### config.mk
export PLATFORM = sky130hd
export DESIGN_NAME = interval_timer_and_watchdog
export DESIGN_NICKNAME = d
export VERILOG_FILES = /design/src/tmr_wdog_pkg.sv /design/src/interval_timer_and_watchdog.sv /design/src/wdog_counter.sv
export SDC_FILE = /design/constraint.sdc
export NUM_CORES = 1
export LEC_CHECK = 0
export BUFFER_PORTS_ARGS = -buffer_cell sky130_fd_sc_hd__buf_4
export CORE_MARGIN = 1
export CORE_UTILIZATION = 55
export DETAILED_ROUTE_END_ITERATION = 8
export GPL_ROUTABILITY_DRIVEN = 0
export PLACE_DENSITY = 0.85
export SYNTH_ARGS = -nofsm -noshare
export SYNTH_HDL_FRONTEND = slang
export SYNTH_HIERARCHICAL = 1
export SYNTH_SLANG_ARGS = --single-unit
### constraint.sdc
create_clock -name clk_sys_in -period 3.6 [get_ports clk_sys_in]
set_clock_uncertainty 0.15 [all_clocks]
set_input_delay 0.36 -clock clk_sys_in [delete_from_list [all_inputs] [get_ports clk_sys_in]]
set_output_delay 0.36 -clock clk_sys_in [all_outputs]
set_load 0.01 [all_outputs]
### src/tmr_wdog_pkg.sv
// Package for the interval timer and watchdog block.
// Assumes a 32-bit APB master and a single 100 MHz system clock.
package tmr_wdog_pkg;

  // Register indices; byte address is four times the index.
  localparam logic [7:0] IDX_IRQ_REQ    = 8'hc8;
  localparam logic [7:0] IDX_IRQ_EN     = 8'hc9;
  localparam logic [7:0] IDX_WDOG_CLR   = 8'hcc;
  localparam logic [7:0] IDX_TMR_MODE   = 8'hd8;
  localparam logic [7:0] IDX_TMR_COUNT  = 8'hd9;
  localparam logic [7:0] IDX_GLB_CTRL   = 8'hdf;

  // Field positions.
  localparam int TMR_RUN_BIT    = 7;
  localparam int PRESCALE_LSB   = 4;
  localparam int TMR_IRQ_BIT    = 4;
  localparam int GLB_IRQ_EN_BIT = 7;

  // Values after reset, count limit and full prescaler mask.
  localparam logic [7:0] MODE_RESET    = 8'h00;
  localparam logic [7:0] COUNT_RESET   = 8'h00;
  localparam logic [7:0] COUNT_MAX     = 8'hff;
  localparam logic [7:0] PRESCALE_FULL = 8'hff;

  // Watchdog key and overflow length in low-speed oscillator periods.
  localparam logic [7:0] WDOG_KEY       = 8'h5a;
  localparam int         WDOG_OVF_TICKS = 16384;

endpackage

### src/interval_timer_and_watchdog.sv
// Interval timer with prescaler, timer interrupt and watchdog behind APB.
// Assumes an APB master on clk_sys_in and a synchronous oscillator tick.
`timescale 1ns/1ps
`default_nettype none
module interval_timer_and_watchdog
  import tmr_wdog_pkg::*;
#(
  parameter int WDOG_TICKS = WDOG_OVF_TICKS
) (
  input  wire logic        clk_sys_in,        // System clock, 100 MHz.
  input  wire logic        resetn_in,         // Asynchronous reset, active low.
  input  wire logic        psel_in,           // APB select.
  input  wire logic        penable_in,        // APB enable.
  input  wire logic        pwrite_in,         // APB direction, 1 is write.
  input  wire logic [11:0] paddr_in,          // APB byte address.
  input  wire logic [31:0] pwdata_in,         // APB write data.
  output logic      [31:0] prdata_out,        // APB read data.
  output logic             pready_out,        // APB ready.
  output logic             pslverr_out,       // APB error on unmapped address.
  input  wire logic        lso_tick_in,       // One pulse per oscillator period.
  input  wire logic        wdog_enable_in,    // Build option: watchdog present.
  input  wire logic        wdog_always_on_in, // Build option: run in low power.
  input  wire logic        low_power_in,      // Green or power-down mode active.
  output logic             tmr_irq_out,       // Timer interrupt, level.
  output logic             green_wake_out,    // Wake pulse on timer overflow.
  output logic             wdog_reset_out     // System reset pulse from watchdog.
);

  logic [7:0] tmr_mode_q;
  logic [7:0] tmr_count_q;
  logic [7:0] pre_q;
  logic       tmr_irq_flag_q;
  logic       tmr_irq_enable_q;
  logic       global_irq_enable_q;
  logic       pready_q;
  logic       pslverr_q;
  logic [31:0] prdata_q;
  logic       irq_q;
  logic       wake_q;
  logic       wdog_reset_q;
  logic       wdog_ovf;

  logic       tmr_run_enable;
  logic [2:0] tmr_prescale_sel;
  logic [7:0] pre_mask;
  logic       tmr_tick;
  logic       tmr_ovf;
  logic [7:0] idx;
  logic       aligned;
  logic       hit_req, hit_en, hit_wdog, hit_mode, hit_count, hit_glb, hit_any;
  logic       access_first;
  logic       commit_wr;
  logic       wr_req, wr_en, wr_wdog, wr_mode, wr_count, wr_glb;
  logic       wdog_clear;
  logic       wdog_run;
  logic [31:0] rdata_d;

  assign tmr_run_enable   = tmr_mode_q[TMR_RUN_BIT];
  assign tmr_prescale_sel = tmr_mode_q[PRESCALE_LSB +: 3];

  // Address decode; the upper address bits must be zero.
  assign idx          = paddr_in[9:2];
  assign aligned      = (paddr_in[1:0] == 2'h0) && (paddr_in[11:10] == 2'h0);
  assign hit_req      = aligned && (idx == IDX_IRQ_REQ);
  assign hit_en       = aligned && (idx == IDX_IRQ_EN);
  assign hit_wdog     = aligned && (idx == IDX_WDOG_CLR);
  assign hit_mode     = aligned && (idx == IDX_TMR_MODE);
  assign hit_count    = aligned && (idx == IDX_TMR_COUNT);
  assign hit_glb      = aligned && (idx == IDX_GLB_CTRL);
  assign hit_any      = hit_req | hit_en | hit_wdog | hit_mode | hit_count | hit_glb;

  // Every access waits one cycle, so a write lands on the pready edge only.
  assign access_first = psel_in && penable_in && !pready_q;
  assign commit_wr    = psel_in && penable_in && pready_q && pwrite_in;
  assign wr_req       = commit_wr && hit_req;
  assign wr_en        = commit_wr && hit_en;
  assign wr_wdog      = commit_wr && hit_wdog;
  assign wr_mode      = commit_wr && hit_mode;
  assign wr_count     = commit_wr && hit_count;
  assign wr_glb       = commit_wr && hit_glb;

  assign pre_mask = PRESCALE_FULL >> tmr_prescale_sel;
  assign tmr_tick = tmr_run_enable && ((pre_q & pre_mask) == pre_mask);
  assign tmr_ovf  = tmr_tick && (tmr_count_q == COUNT_MAX);

  assign wdog_clear = wr_wdog && (pwdata_in[7:0] == WDOG_KEY);
  assign wdog_run   = wdog_enable_in && (!low_power_in || wdog_always_on_in);

  always_comb begin
    rdata_d = 32'h0000_0000;
    if (hit_req) begin
      rdata_d[TMR_IRQ_BIT] = tmr_irq_flag_q;
    end else if (hit_en) begin
      rdata_d[TMR_IRQ_BIT] = tmr_irq_enable_q;
    end else if (hit_mode) begin
      rdata_d[7:0] = tmr_mode_q;
    end else if (hit_count) begin
      rdata_d[7:0] = tmr_count_q;
    end else if (hit_glb) begin
      rdata_d[GLB_IRQ_EN_BIT] = global_irq_enable_q;
    end
  end

  // Read data is latched on the first access cycle, so it stands while pready is high.
  always_ff @(posedge clk_sys_in or negedge resetn_in) begin
    if (!resetn_in) begin
      pready_q  <= 1'b0;
      pslverr_q <= 1'b0;
      prdata_q  <= 32'h0000_0000;
    end else begin
      pready_q  <= access_first;
      pslverr_q <= access_first && !hit_any;
      if (access_first && !pwrite_in) begin
        prdata_q <= rdata_d;
      end
    end
  end

  always_ff @(posedge clk_sys_in or negedge resetn_in) begin
    if (!resetn_in) begin
      tmr_mode_q <= MODE_RESET;
    end else if (wr_mode) begin
      tmr_mode_q <= {pwdata_in[7:4], 4'h0};
    end
  end

  // The prescaler restarts while stopped so each run begins on a full step.
  always_ff @(posedge clk_sys_in or negedge resetn_in) begin
    if (!resetn_in) begin
      pre_q <= 8'h00;
    end else if (!tmr_run_enable) begin
      pre_q <= 8'h00;
    end else begin
      pre_q <= pre_q + 8'h01;
    end
  end

  // presettable count
  // A preset while running keeps the prescaler phase, so the first step may be short.
  always_ff @(posedge clk_sys_in or negedge resetn_in) begin
    if (!resetn_in) begin
      tmr_count_q <= COUNT_RESET;
    end else if (wr_count) begin
      tmr_count_q <= pwdata_in[7:0];
    end else if (tmr_tick) begin
      tmr_count_q <= tmr_count_q + 8'h01;
    end
  end

  // overflow sets flag
  // An overflow in the clear cycle keeps the flag, so no event is ever lost.
  always_ff @(posedge clk_sys_in or negedge resetn_in) begin
    if (!resetn_in) begin
      tmr_irq_flag_q <= 1'b0;
    end else if (tmr_ovf) begin
      tmr_irq_flag_q <= 1'b1;
    end else if (wr_req && pwdata_in[TMR_IRQ_BIT]) begin
      tmr_irq_flag_q <= 1'b0;
    end
  end

  always_ff @(posedge clk_sys_in or negedge resetn_in) begin
    if (!resetn_in) begin
      tmr_irq_enable_q    <= 1'b0;
      global_irq_enable_q <= 1'b0;
    end else begin
      if (wr_en) begin
        tmr_irq_enable_q <= pwdata_in[TMR_IRQ_BIT];
      end
      if (wr_glb) begin
        global_irq_enable_q <= pwdata_in[GLB_IRQ_EN_BIT];
      end
    end
  end

  always_ff @(posedge clk_sys_in or negedge resetn_in) begin
    if (!resetn_in) begin
      irq_q <= 1'b0;
    end else begin
      irq_q <= tmr_irq_flag_q && tmr_irq_enable_q && global_irq_enable_q;
    end
  end

  always_ff @(posedge clk_sys_in or negedge resetn_in) begin
    if (!resetn_in) begin
      wake_q       <= 1'b0;
      wdog_reset_q <= 1'b0;
    end else begin
      wake_q       <= tmr_ovf;
      wdog_reset_q <= wdog_ovf;
    end
  end

  wdog_counter #(
    .OVF_TICKS (WDOG_TICKS)
  ) i_wdog_counter (
    .clk_sys_in (clk_sys_in),
    .resetn_in  (resetn_in),
    .tick_in    (lso_tick_in),
    .clear_in   (wdog_clear),
    .run_in     (wdog_run),
    .ovf_out    (wdog_ovf)
  );

  assign prdata_out     = prdata_q;
  assign pready_out     = pready_q;
  assign pslverr_out    = pslverr_q;
  assign tmr_irq_out    = irq_q;
  assign green_wake_out = wake_q;
  assign wdog_reset_out = wdog_reset_q;

  a_tmr_stop_hold: assert property (@(posedge clk_sys_in) disable iff (!resetn_in)
    (!tmr_run_enable && !wr_count) |=> $stable(tmr_count_q) && !wake_q)
    else $error("stopped timer changed count");

  a_tmr_wrap_zero: assert property (@(posedge clk_sys_in) disable iff (!resetn_in)
    (tmr_ovf && !wr_count) |=> tmr_count_q == 8'h00)
    else $error("timer did not wrap to zero");

  a_tmr_flag_set: assert property (@(posedge clk_sys_in) disable iff (!resetn_in)
    tmr_ovf |=> tmr_irq_flag_q)
    else $error("overflow did not set request flag");

  a_irq_gating: assert property (@(posedge clk_sys_in) disable iff (!resetn_in)
    ##1 tmr_irq_out == $past(tmr_irq_flag_q && tmr_irq_enable_q && global_irq_enable_q))
    else $error("interrupt output not gated by enables");

  a_prescale_half: assert property (@(posedge clk_sys_in) disable iff (!resetn_in)
    (tmr_tick && tmr_prescale_sel == 3'h7 && !wr_mode) ##1 !wr_mode |-> !tmr_tick ##1 tmr_tick)
    else $error("fastest rate is not half clock");

  a_prescale_slow: assert property (@(posedge clk_sys_in) disable iff (!resetn_in)
    (tmr_tick && tmr_prescale_sel == 3'h0) |-> pre_q == 8'hff)
    else $error("slowest rate is not clock over 256");

  a_count_preset: assert property (@(posedge clk_sys_in) disable iff (!resetn_in)
    wr_count |=> tmr_count_q == $past(pwdata_in[7:0]))
    else $error("count preset not taken");

  a_count_step: assert property (@(posedge clk_sys_in) disable iff (!resetn_in)
    (tmr_tick && !wr_count) |=> tmr_count_q == $past(tmr_count_q) + 8'h01)
    else $error("count did not advance one step");

  a_flag_clear: assert property (@(posedge clk_sys_in) disable iff (!resetn_in)
    (wr_req && pwdata_in[TMR_IRQ_BIT] && !tmr_ovf) |=> !tmr_irq_flag_q)
    else $error("request flag not cleared by write");

  a_stop_no_flag: assert property (@(posedge clk_sys_in) disable iff (!resetn_in)
    (!tmr_run_enable && !tmr_irq_flag_q) |=> !tmr_irq_flag_q)
    else $error("stopped timer set request flag");

  a_tmr_wake_pulse: assert property (@(posedge clk_sys_in) disable iff (!resetn_in)
    tmr_ovf |=> green_wake_out ##1 !green_wake_out || $past(tmr_ovf))
    else $error("wake pulse missing after overflow");

  a_wake_cause: assert property (@(posedge clk_sys_in) disable iff (!resetn_in)
    green_wake_out |-> $past(tmr_ovf))
    else $error("wake pulse without overflow");

  a_irq_quiet: assert property (@(posedge clk_sys_in) disable iff (!resetn_in)
    !global_irq_enable_q |=> !tmr_irq_out)
    else $error("interrupt raised with global enable off");

  a_wdog_bad_key: assert property (@(posedge clk_sys_in) disable iff (!resetn_in)
    (wr_wdog && pwdata_in[7:0] != WDOG_KEY) |-> !wdog_clear)
    else $error("non-key write cleared watchdog");

  a_wdog_gate: assert property (@(posedge clk_sys_in) disable iff (!resetn_in)
    !wdog_run |=> !wdog_ovf)
    else $error("watchdog counted while not running");

  a_wdog_reset_out: assert property (@(posedge clk_sys_in) disable iff (!resetn_in)
    wdog_ovf |=> wdog_reset_out)
    else $error("watchdog overflow did not reset");

endmodule
`default_nettype wire

### src/wdog_counter.sv
// Watchdog up counter advanced by low-speed oscillator ticks.
// Assumes tick_in is a one-cycle pulse synchronous to clk_sys_in.
`timescale 1ns/1ps
`default_nettype none
module wdog_counter #(
  parameter int OVF_TICKS = 16384
) (
  input  wire logic clk_sys_in,   // System clock.
  input  wire logic resetn_in,    // Asynchronous reset, active low.
  input  wire logic tick_in,      // Oscillator period pulse.
  input  wire logic clear_in,     // Key accepted, restart count.
  input  wire logic run_in,       // Counting allowed.
  output logic      ovf_out       // One-cycle overflow pulse.
);
  localparam int W = $clog2(OVF_TICKS) + 1;
  localparam logic [W-1:0] LAST = W'(OVF_TICKS - 1);

  logic [W-1:0] cnt_q;

  always_ff @(posedge clk_sys_in or negedge resetn_in) begin
    if (!resetn_in) begin
      cnt_q   <= '0;
      ovf_out <= 1'b0;
    end else begin
      ovf_out <= 1'b0;
      if (clear_in) begin
        cnt_q <= '0;
      end else if (run_in && tick_in) begin
        if (cnt_q == LAST) begin
          cnt_q   <= '0;
          ovf_out <= 1'b1;
        end else begin
          cnt_q <= cnt_q + 1'b1;
        end
      end
    end
  end

  a_wdog_key_clear: assert property (@(posedge clk_sys_in) disable iff (!resetn_in)
    clear_in |=> cnt_q == '0) else $error("watchdog not cleared by key");

  a_wdog_ovf_len: assert property (@(posedge clk_sys_in) disable iff (!resetn_in)
    (run_in && tick_in && !clear_in && cnt_q == LAST) |=> ovf_out && cnt_q == '0)
    else $error("watchdog overflow at wrong count");

  a_wdog_advances: assert property (@(posedge clk_sys_in) disable iff (!resetn_in)
    (run_in && tick_in && !clear_in && cnt_q != LAST) |=> cnt_q == $past(cnt_q) + 1'b1)
    else $error("watchdog did not advance");

endmodule
`default_nettype wire

# Word level (Yosys, flattened, before mapping)
# Index checks and enable logic that the tools add are counted.
[classes] add_sub_neg=3 n_eq_ne=10 shift=1 muxes=21 bitwise_logic=6 n_reduce_logical=37
[ops] cell="$eq A8 B8 Y1 const B" count=7
[ops] cell="$mux W15" count=3
[ops] cell="$mux W8" count=4
[ops] cell="$logic_and A1 B1 Y1" count=27
[ops] cell="$add A8 B1 Y8 const B" count=2
[ops] cell="$add A15 B1 Y15 const B" count=1
[ops] cell="$eq A15 B14 Y1 const B" count=1
[ops] cell="$mux W1" count=9
[ops] cell="$and A8 B8 Y8" count=1
[ops] cell="$eq A8 B7 Y1 const B" count=1
[ops] cell="$eq A8 B8 Y1" count=1
[ops] cell="$mux W4" count=2
[ops] cell="$shr A8 B3 Y8 const A" count=1
[ops] cell="$mux W7" count=1
[ops] cell="$mux W3" count=2
[ops] cell="$reduce_bool A2 Y1" count=3
[ops] cell="$or A1 B1 Y1" count=5
[ops] cell="$logic_not A1 Y1" count=4
[ops] cell="$logic_not A2 Y1" count=2
[ops] cell="$logic_or A1 B1 Y1" count=1
[word_totals] ff_bits=52 in_bits=53

# Logic depth before layout (Yosys ltp)
[depth] ltp_word=10 ltp_mapped=10 ltp_nobuf=9

# Hierarchy
# The synthesis kept the hierarchy.
[modules_own_cells] module="interval_timer_and_watchdog" instances=1 cells_per_inst=212 area_per_inst_um2=2034.5 seq_area_each_um2=900.9
[modules_own_cells] module="wdog_counter" instances=1 cells_per_inst=90 area_per_inst_um2=892.1 seq_area_each_um2=400.4

# Worst setup path before layout
# OpenSTA, ideal clock, no wires.
[synth_path] path_type="input to register" startpoint="input paddr_in[1]" endpoint="register i_wdog_counter.cnt_q[12]" t_arrival_ns=2.201 required_ns=3.373 path_slack_ns=1.172 cell_stages=10 n_path_buf=1 path_cell_list="nor3_2 nand4_2 nor2_1 nand3_1 nor2_1 buf_2 a21oi_1 nor2_1 or4b_2 a21oi_1"
[synth_via] elab_chain_cells=6
[synth_rtl] item="start, declared" line="interval_timer_and_watchdog.sv:15" source="input wire logic [11:0] paddr_in,"
[synth_rtl] item="$logic_not A2 Y1 (*)" line="interval_timer_and_watchdog.sv:63" source="assign aligned = (paddr_in[1:0] == 2'h0) && (paddr_in[11:10] == 2'h0);"
[synth_rtl] item="$logic_and A1 B1 Y1 (*)" line="interval_timer_and_watchdog.sv:63"
[synth_rtl] item="$logic_and A1 B1 Y1 (*)" line="interval_timer_and_watchdog.sv:66" source="assign hit_wdog = aligned && (idx == IDX_WDOG_CLR);"
[synth_rtl] item="$logic_and A1 B1 Y1 (*)" line="interval_timer_and_watchdog.sv:77" source="assign wr_wdog = commit_wr && hit_wdog;"
[synth_rtl] item="$logic_and A1 B1 Y1 (*)" line="interval_timer_and_watchdog.sv:86" source="assign wdog_clear = wr_wdog && (pwdata_in[7:0] == WDOG_KEY);"
[synth_rtl] item="named net wdog_clear" line="interval_timer_and_watchdog.sv:54" source="logic wdog_clear;"
[synth_rtl] item="$mux W15 or $reduce_bool A2 Y1 (tied branches)"
[synth_rtl] item="end signal, assigned" line="wdog_counter.sv:33" source="cnt_q <= cnt_q + 1'b1;"
[synth_rtl] item="end, declared" line="wdog_counter.sv:18" source="logic [W-1:0] cnt_q;"
# Mark *: on every way through the listed nets, which the timed path passes. The rest lies on a longest branch.
# A chain may end at the register's enable or synchronous reset.

# Worst setup path after layout
[layout_path] startpoint="register pready_q (netlist: pready_out)" endpoint="register i_wdog_counter.cnt_q[12]"
[layout_via] elab_chain_cells=5
[layout_rtl] item="start, declared" line="interval_timer_and_watchdog.sv:35" source="logic pready_q;"
[layout_rtl] item="start signal, assigned" line="interval_timer_and_watchdog.sv:111" source="pready_q <= access_first;"
[layout_rtl] item="$logic_and A1 B1 Y1 (*) (2 in series)" line="interval_timer_and_watchdog.sv:74" source="assign commit_wr = psel_in && penable_in && pready_q && pwrite_in;"
[layout_rtl] item="$logic_and A1 B1 Y1 (*)" line="interval_timer_and_watchdog.sv:77"
[layout_rtl] item="$logic_and A1 B1 Y1 (*)" line="interval_timer_and_watchdog.sv:86"
[layout_rtl] item="named net wdog_clear" line="interval_timer_and_watchdog.sv:54"
[layout_rtl] item="$mux W15 or $reduce_bool A2 Y1 (tied branches)"
# Marks and branches as above.

==> impl_metrics.json <==
{
  "slew_violations": 0,
  "grt_max_degree": 53,
  "finalCritPeriodShare_pct": 70.0,
  "wirelength_um": 6170,
  "min_from": "pwdata_in[5]",
  "h-tree-depth": 2,
  "yosysMostFrequentCell": "dfrtp_1",
  "synth_top_family_by_area": "simple AND/OR/NAND/NOR gates",
  "cp_max_fo": 8,
  "ys_ff_latch": 52,
  "synth_compound_area_share_pct": 12.3,
  "vias": 2355,
  "worst_pin_slew_ns": 0.651,
  "rsz0062_at_grt": "no",
  "die_y_um": 74.9,
  "path_clk_slew_ns": 0.09,
  "path_delay_family": "simple AND/OR/NAND/NOR gates",
  "die_area_sq_um": 5620,
  "chipWidth_um": 74.9,
  "synth_adder_area_share_pct": 1.28,
  "total_power_mw": 1.13,
  "gr-usage-all-layers_pct": 24.0,
  "final_cells": 417,
  "grt_pass1_vias": 2190,
  "worstRegToRegCells": 9,
  "synth_top_flop_cell": "dfrtp_1",
  "ys_seq_area_share_pct": 44.5,
  "post-cts-setup-buffers": 0,
  "synth-edff-count": 0,
  "irDropWorstVdd_uv": 190,
  "synth_xor_area_share_pct": 5.99,
  "synth_cell_types": 58,
  "insertion_delay_ns": 0.30,
  "drive_above_1_share_pct": 20.7,
  "status": "complete, no violations",
  "antenna_found_initial": 0,
  "cp.buffers_inverters": 1,
  "initial_core_util_pct": 57.3,
  "hold_path_depth": 2,
  "hpwl_um": 4490,
  "rrSetupSlack_ns": 1.08,
  "n_antenna_cell": 0,
  "min_to": "tmr_mode_q[5]",
  "synth_area_leader_cell": "dfrtp_1",
  "post-place-cells": 408,
  "viasPerCell": 5.65,
  "critical_path.most_common_cell": "nor2_1",
  "drc_errors": 0,
  "dr.pass1.iters": 4,
  "io_buffers": 41,
  "synthTopCellsByArea": "dfrtp_1 (44%), buf_4 (6.2%), nor2_1 (3.7%)",
  "finalSetupTns_ns": 0,
  "cts-root-buf": "clkbuf_8",
  "final_area_sq_um": 3310,
  "yosysTopAreaCellShare_pct": 44.5,
  "end_kind": "register",
  "yosysWarnings": 6,
  "drtIter0Drc": 267,
  "rows": 26,
  "synth_cells": 302,
  "rr_endpoint": "i_wdog_counter/cnt_q[12]",
  "fillers": 421,
  "start_kind": "register",
  "core_sq_um": 5110,
  "crit_chain": "nand4_1 > nor2_1 > nand3_1 > nor2_1 > buf_4 > a21oi_1 > nor2_1 > or4b_2 > a21oi_1",
  "p_per_area_nw_per_um2": 340,
  "grt_remaining_overflow": 0,
  "worst_path_max_delay_cell": "or4b_2",
  "cpPeakStageDelay_ns": 0.60,
  "io_pins": 90,
  "cp.required_ns": 3.68,
  "synth_area_per_cell_sq_um": 9.69,
  "synthSimpleGateAreaFrac_pct": 24.8,
  "wl_per_cell_um": 14.8,
  "cts_buffers": 5,
  "grt_pass1_wl_um": 10200,
  "power_leakage_nw": 1.50,
  "maxSlewHeadroom_pct": 56.6,
  "post-route-util_pct": 64.8,
  "worstPathArrival_ns": 2.60,
  "min_path_type": "primary input to register",
  "ys_async_sr_fraction_pct": 100,
  "final_nets": 402,
  "synth_area_sq_um": 2930,
  "maxCapViolCount": 0,
  "detail-route-antenna-nets": 0,
  "hold_violations": 0,
  "reg2reg_from": "pready_out",
  "period_needed_ns": 2.52,
  "area_delta_synth_final_pct": 13.2,
  "clock_sinks": 52,
  "netlist_top_cells_count": "dfrtp_1 (52), nor2_1 (29), nand2_1 (25)",
  "path_class": "register to register",
  "muxShareOfSynthArea_pct": 3.16,
  "setup_violations": 0,
  "clockBufferDepth": 2,
  "cts_tree": "done",
  "fmax_ghz": 0.397,
  "placed_area_sq_um": 3220
}
## worst max-delay path by stage
stage / cells past startpoint / end / startpoint / slack (ns)
after floorplan: 10 / i_wdog_counter/cnt_q[12] / paddr_in[1] / 1.17
after global placement: 11 / i_wdog_counter/cnt_q[12] / paddr_in[1] / 0.95
after detailed placement: 11 / i_wdog_counter/cnt_q[12] / paddr_in[1] / 0.91
after CTS: 9 / i_wdog_counter/cnt_q[12] / pready_out / 1.13
after global routing: 9 / i_wdog_counter/cnt_q[12] / pready_out / 0.93
final: 9 / i_wdog_counter/cnt_q[12] / pready_out / 1.08
## state kept, by name, indices dropped and copies added, names as in the netlist, 4 cells and up
signal / flops
tmr_mode_q: 4
prdata_out: 8
pre_q: 8
i_wdog_counter/cnt_q: 15
tmr_count_q: 8
## area by class of cell
cell class | instances | area, sq um | area share [%]
Inverter | 7 | 26.3 | 0.793
Timing Repair Buffer | 44 | 333 | 10.0
Sequential cell | 52 | 1300 | 39.3
Clock inverter | 1 | 8.76 | 0.264
Multi-Input combinational cell | 236 | 1480 | 44.7
Clock buffer | 7 | 76.3 | 2.30
Tap cell | 70 | 87.6 | 2.64
## per-stage QoR
stage	setup WS (ns)	hold slack, ns
final	1.08	0.153
after global routing	0.934	0.143
after CTS	1.13	0.149
after detailed placement	0.909	0.186
after global placement	0.954	0.183
after floorplan	1.17	-0.0856
## cell usage in the layout (no fill, tap or decap), types with 2 or more instances in the layout
| master | count |
|---|---|
| nor4bb_1 | 2 |
| and4_1 | 4 |
| o41ai_1 | 2 |
| nor3b_1 | 2 |
| nand3_1 | 15 |
| xor2_1 | 11 |
| xnor2_1 | 9 |
| a22oi_1 | 3 |
| a21oi_1 | 15 |
| conb_1 | 24 |
| mux2_4 | 4 |
| o31ai_1 | 2 |
| nor4_1 | 6 |
| nand4_2 | 2 |
| nand2_1 | 25 |
| o22ai_1 | 2 |
| mux2_2 | 2 |
| dfrtp_1 | 52 |
| or2_2 | 5 |
| inv_1 | 7 |
| nor2b_1 | 2 |
| nor3_1 | 4 |
| o21a_1 | 2 |
| ha_1 | 3 |
| buf_4 | 43 |
| nand4_1 | 10 |
| and2_1 | 9 |
| o21ai_0 | 12 |
| nor2_1 | 29 |
| a21o_1 | 2 |
| and3_1 | 3 |
| clkbuf_8 | 5 |
| clkbuf_1 | 2 |
## where the power goes
part | leakage, nW | switching, mW | total [mW] | internal, mW
Combinational | 0.800 | 0.0748 | 0.135 | 0.0598
Sequential | 0.659 | 0.0458 | 0.661 | 0.615
Clock | 0.0424 | 0.190 | 0.330 | 0.139
## cell families after synthesis
group           count (synthesis)
flops                          52
compound gates                 54
buf+inv                        37
mux                             7
fa+ha+maj                       3
simple gates                  128
xor+xnor                       20
other cells                     1
## repair_timing
item,CTS,global route
endpoints found under the hold margin,52,0
hold buffers,1,0
setup endpoints to repair,0,0
resized for setup,0,0
## metal layers
metal | GRT usage [%] | wire length (um) | vias up
li1 | - | - | 1127
met1 | 35.0 | 2860 | 1134
met2 | 36.1 | 2860 | 86
met3 | 4.42 | 364 | 8
met4 | 7.76 | 76 | 0
met5 | 0 | 0 | -
(Power assumes the default switching activity.)
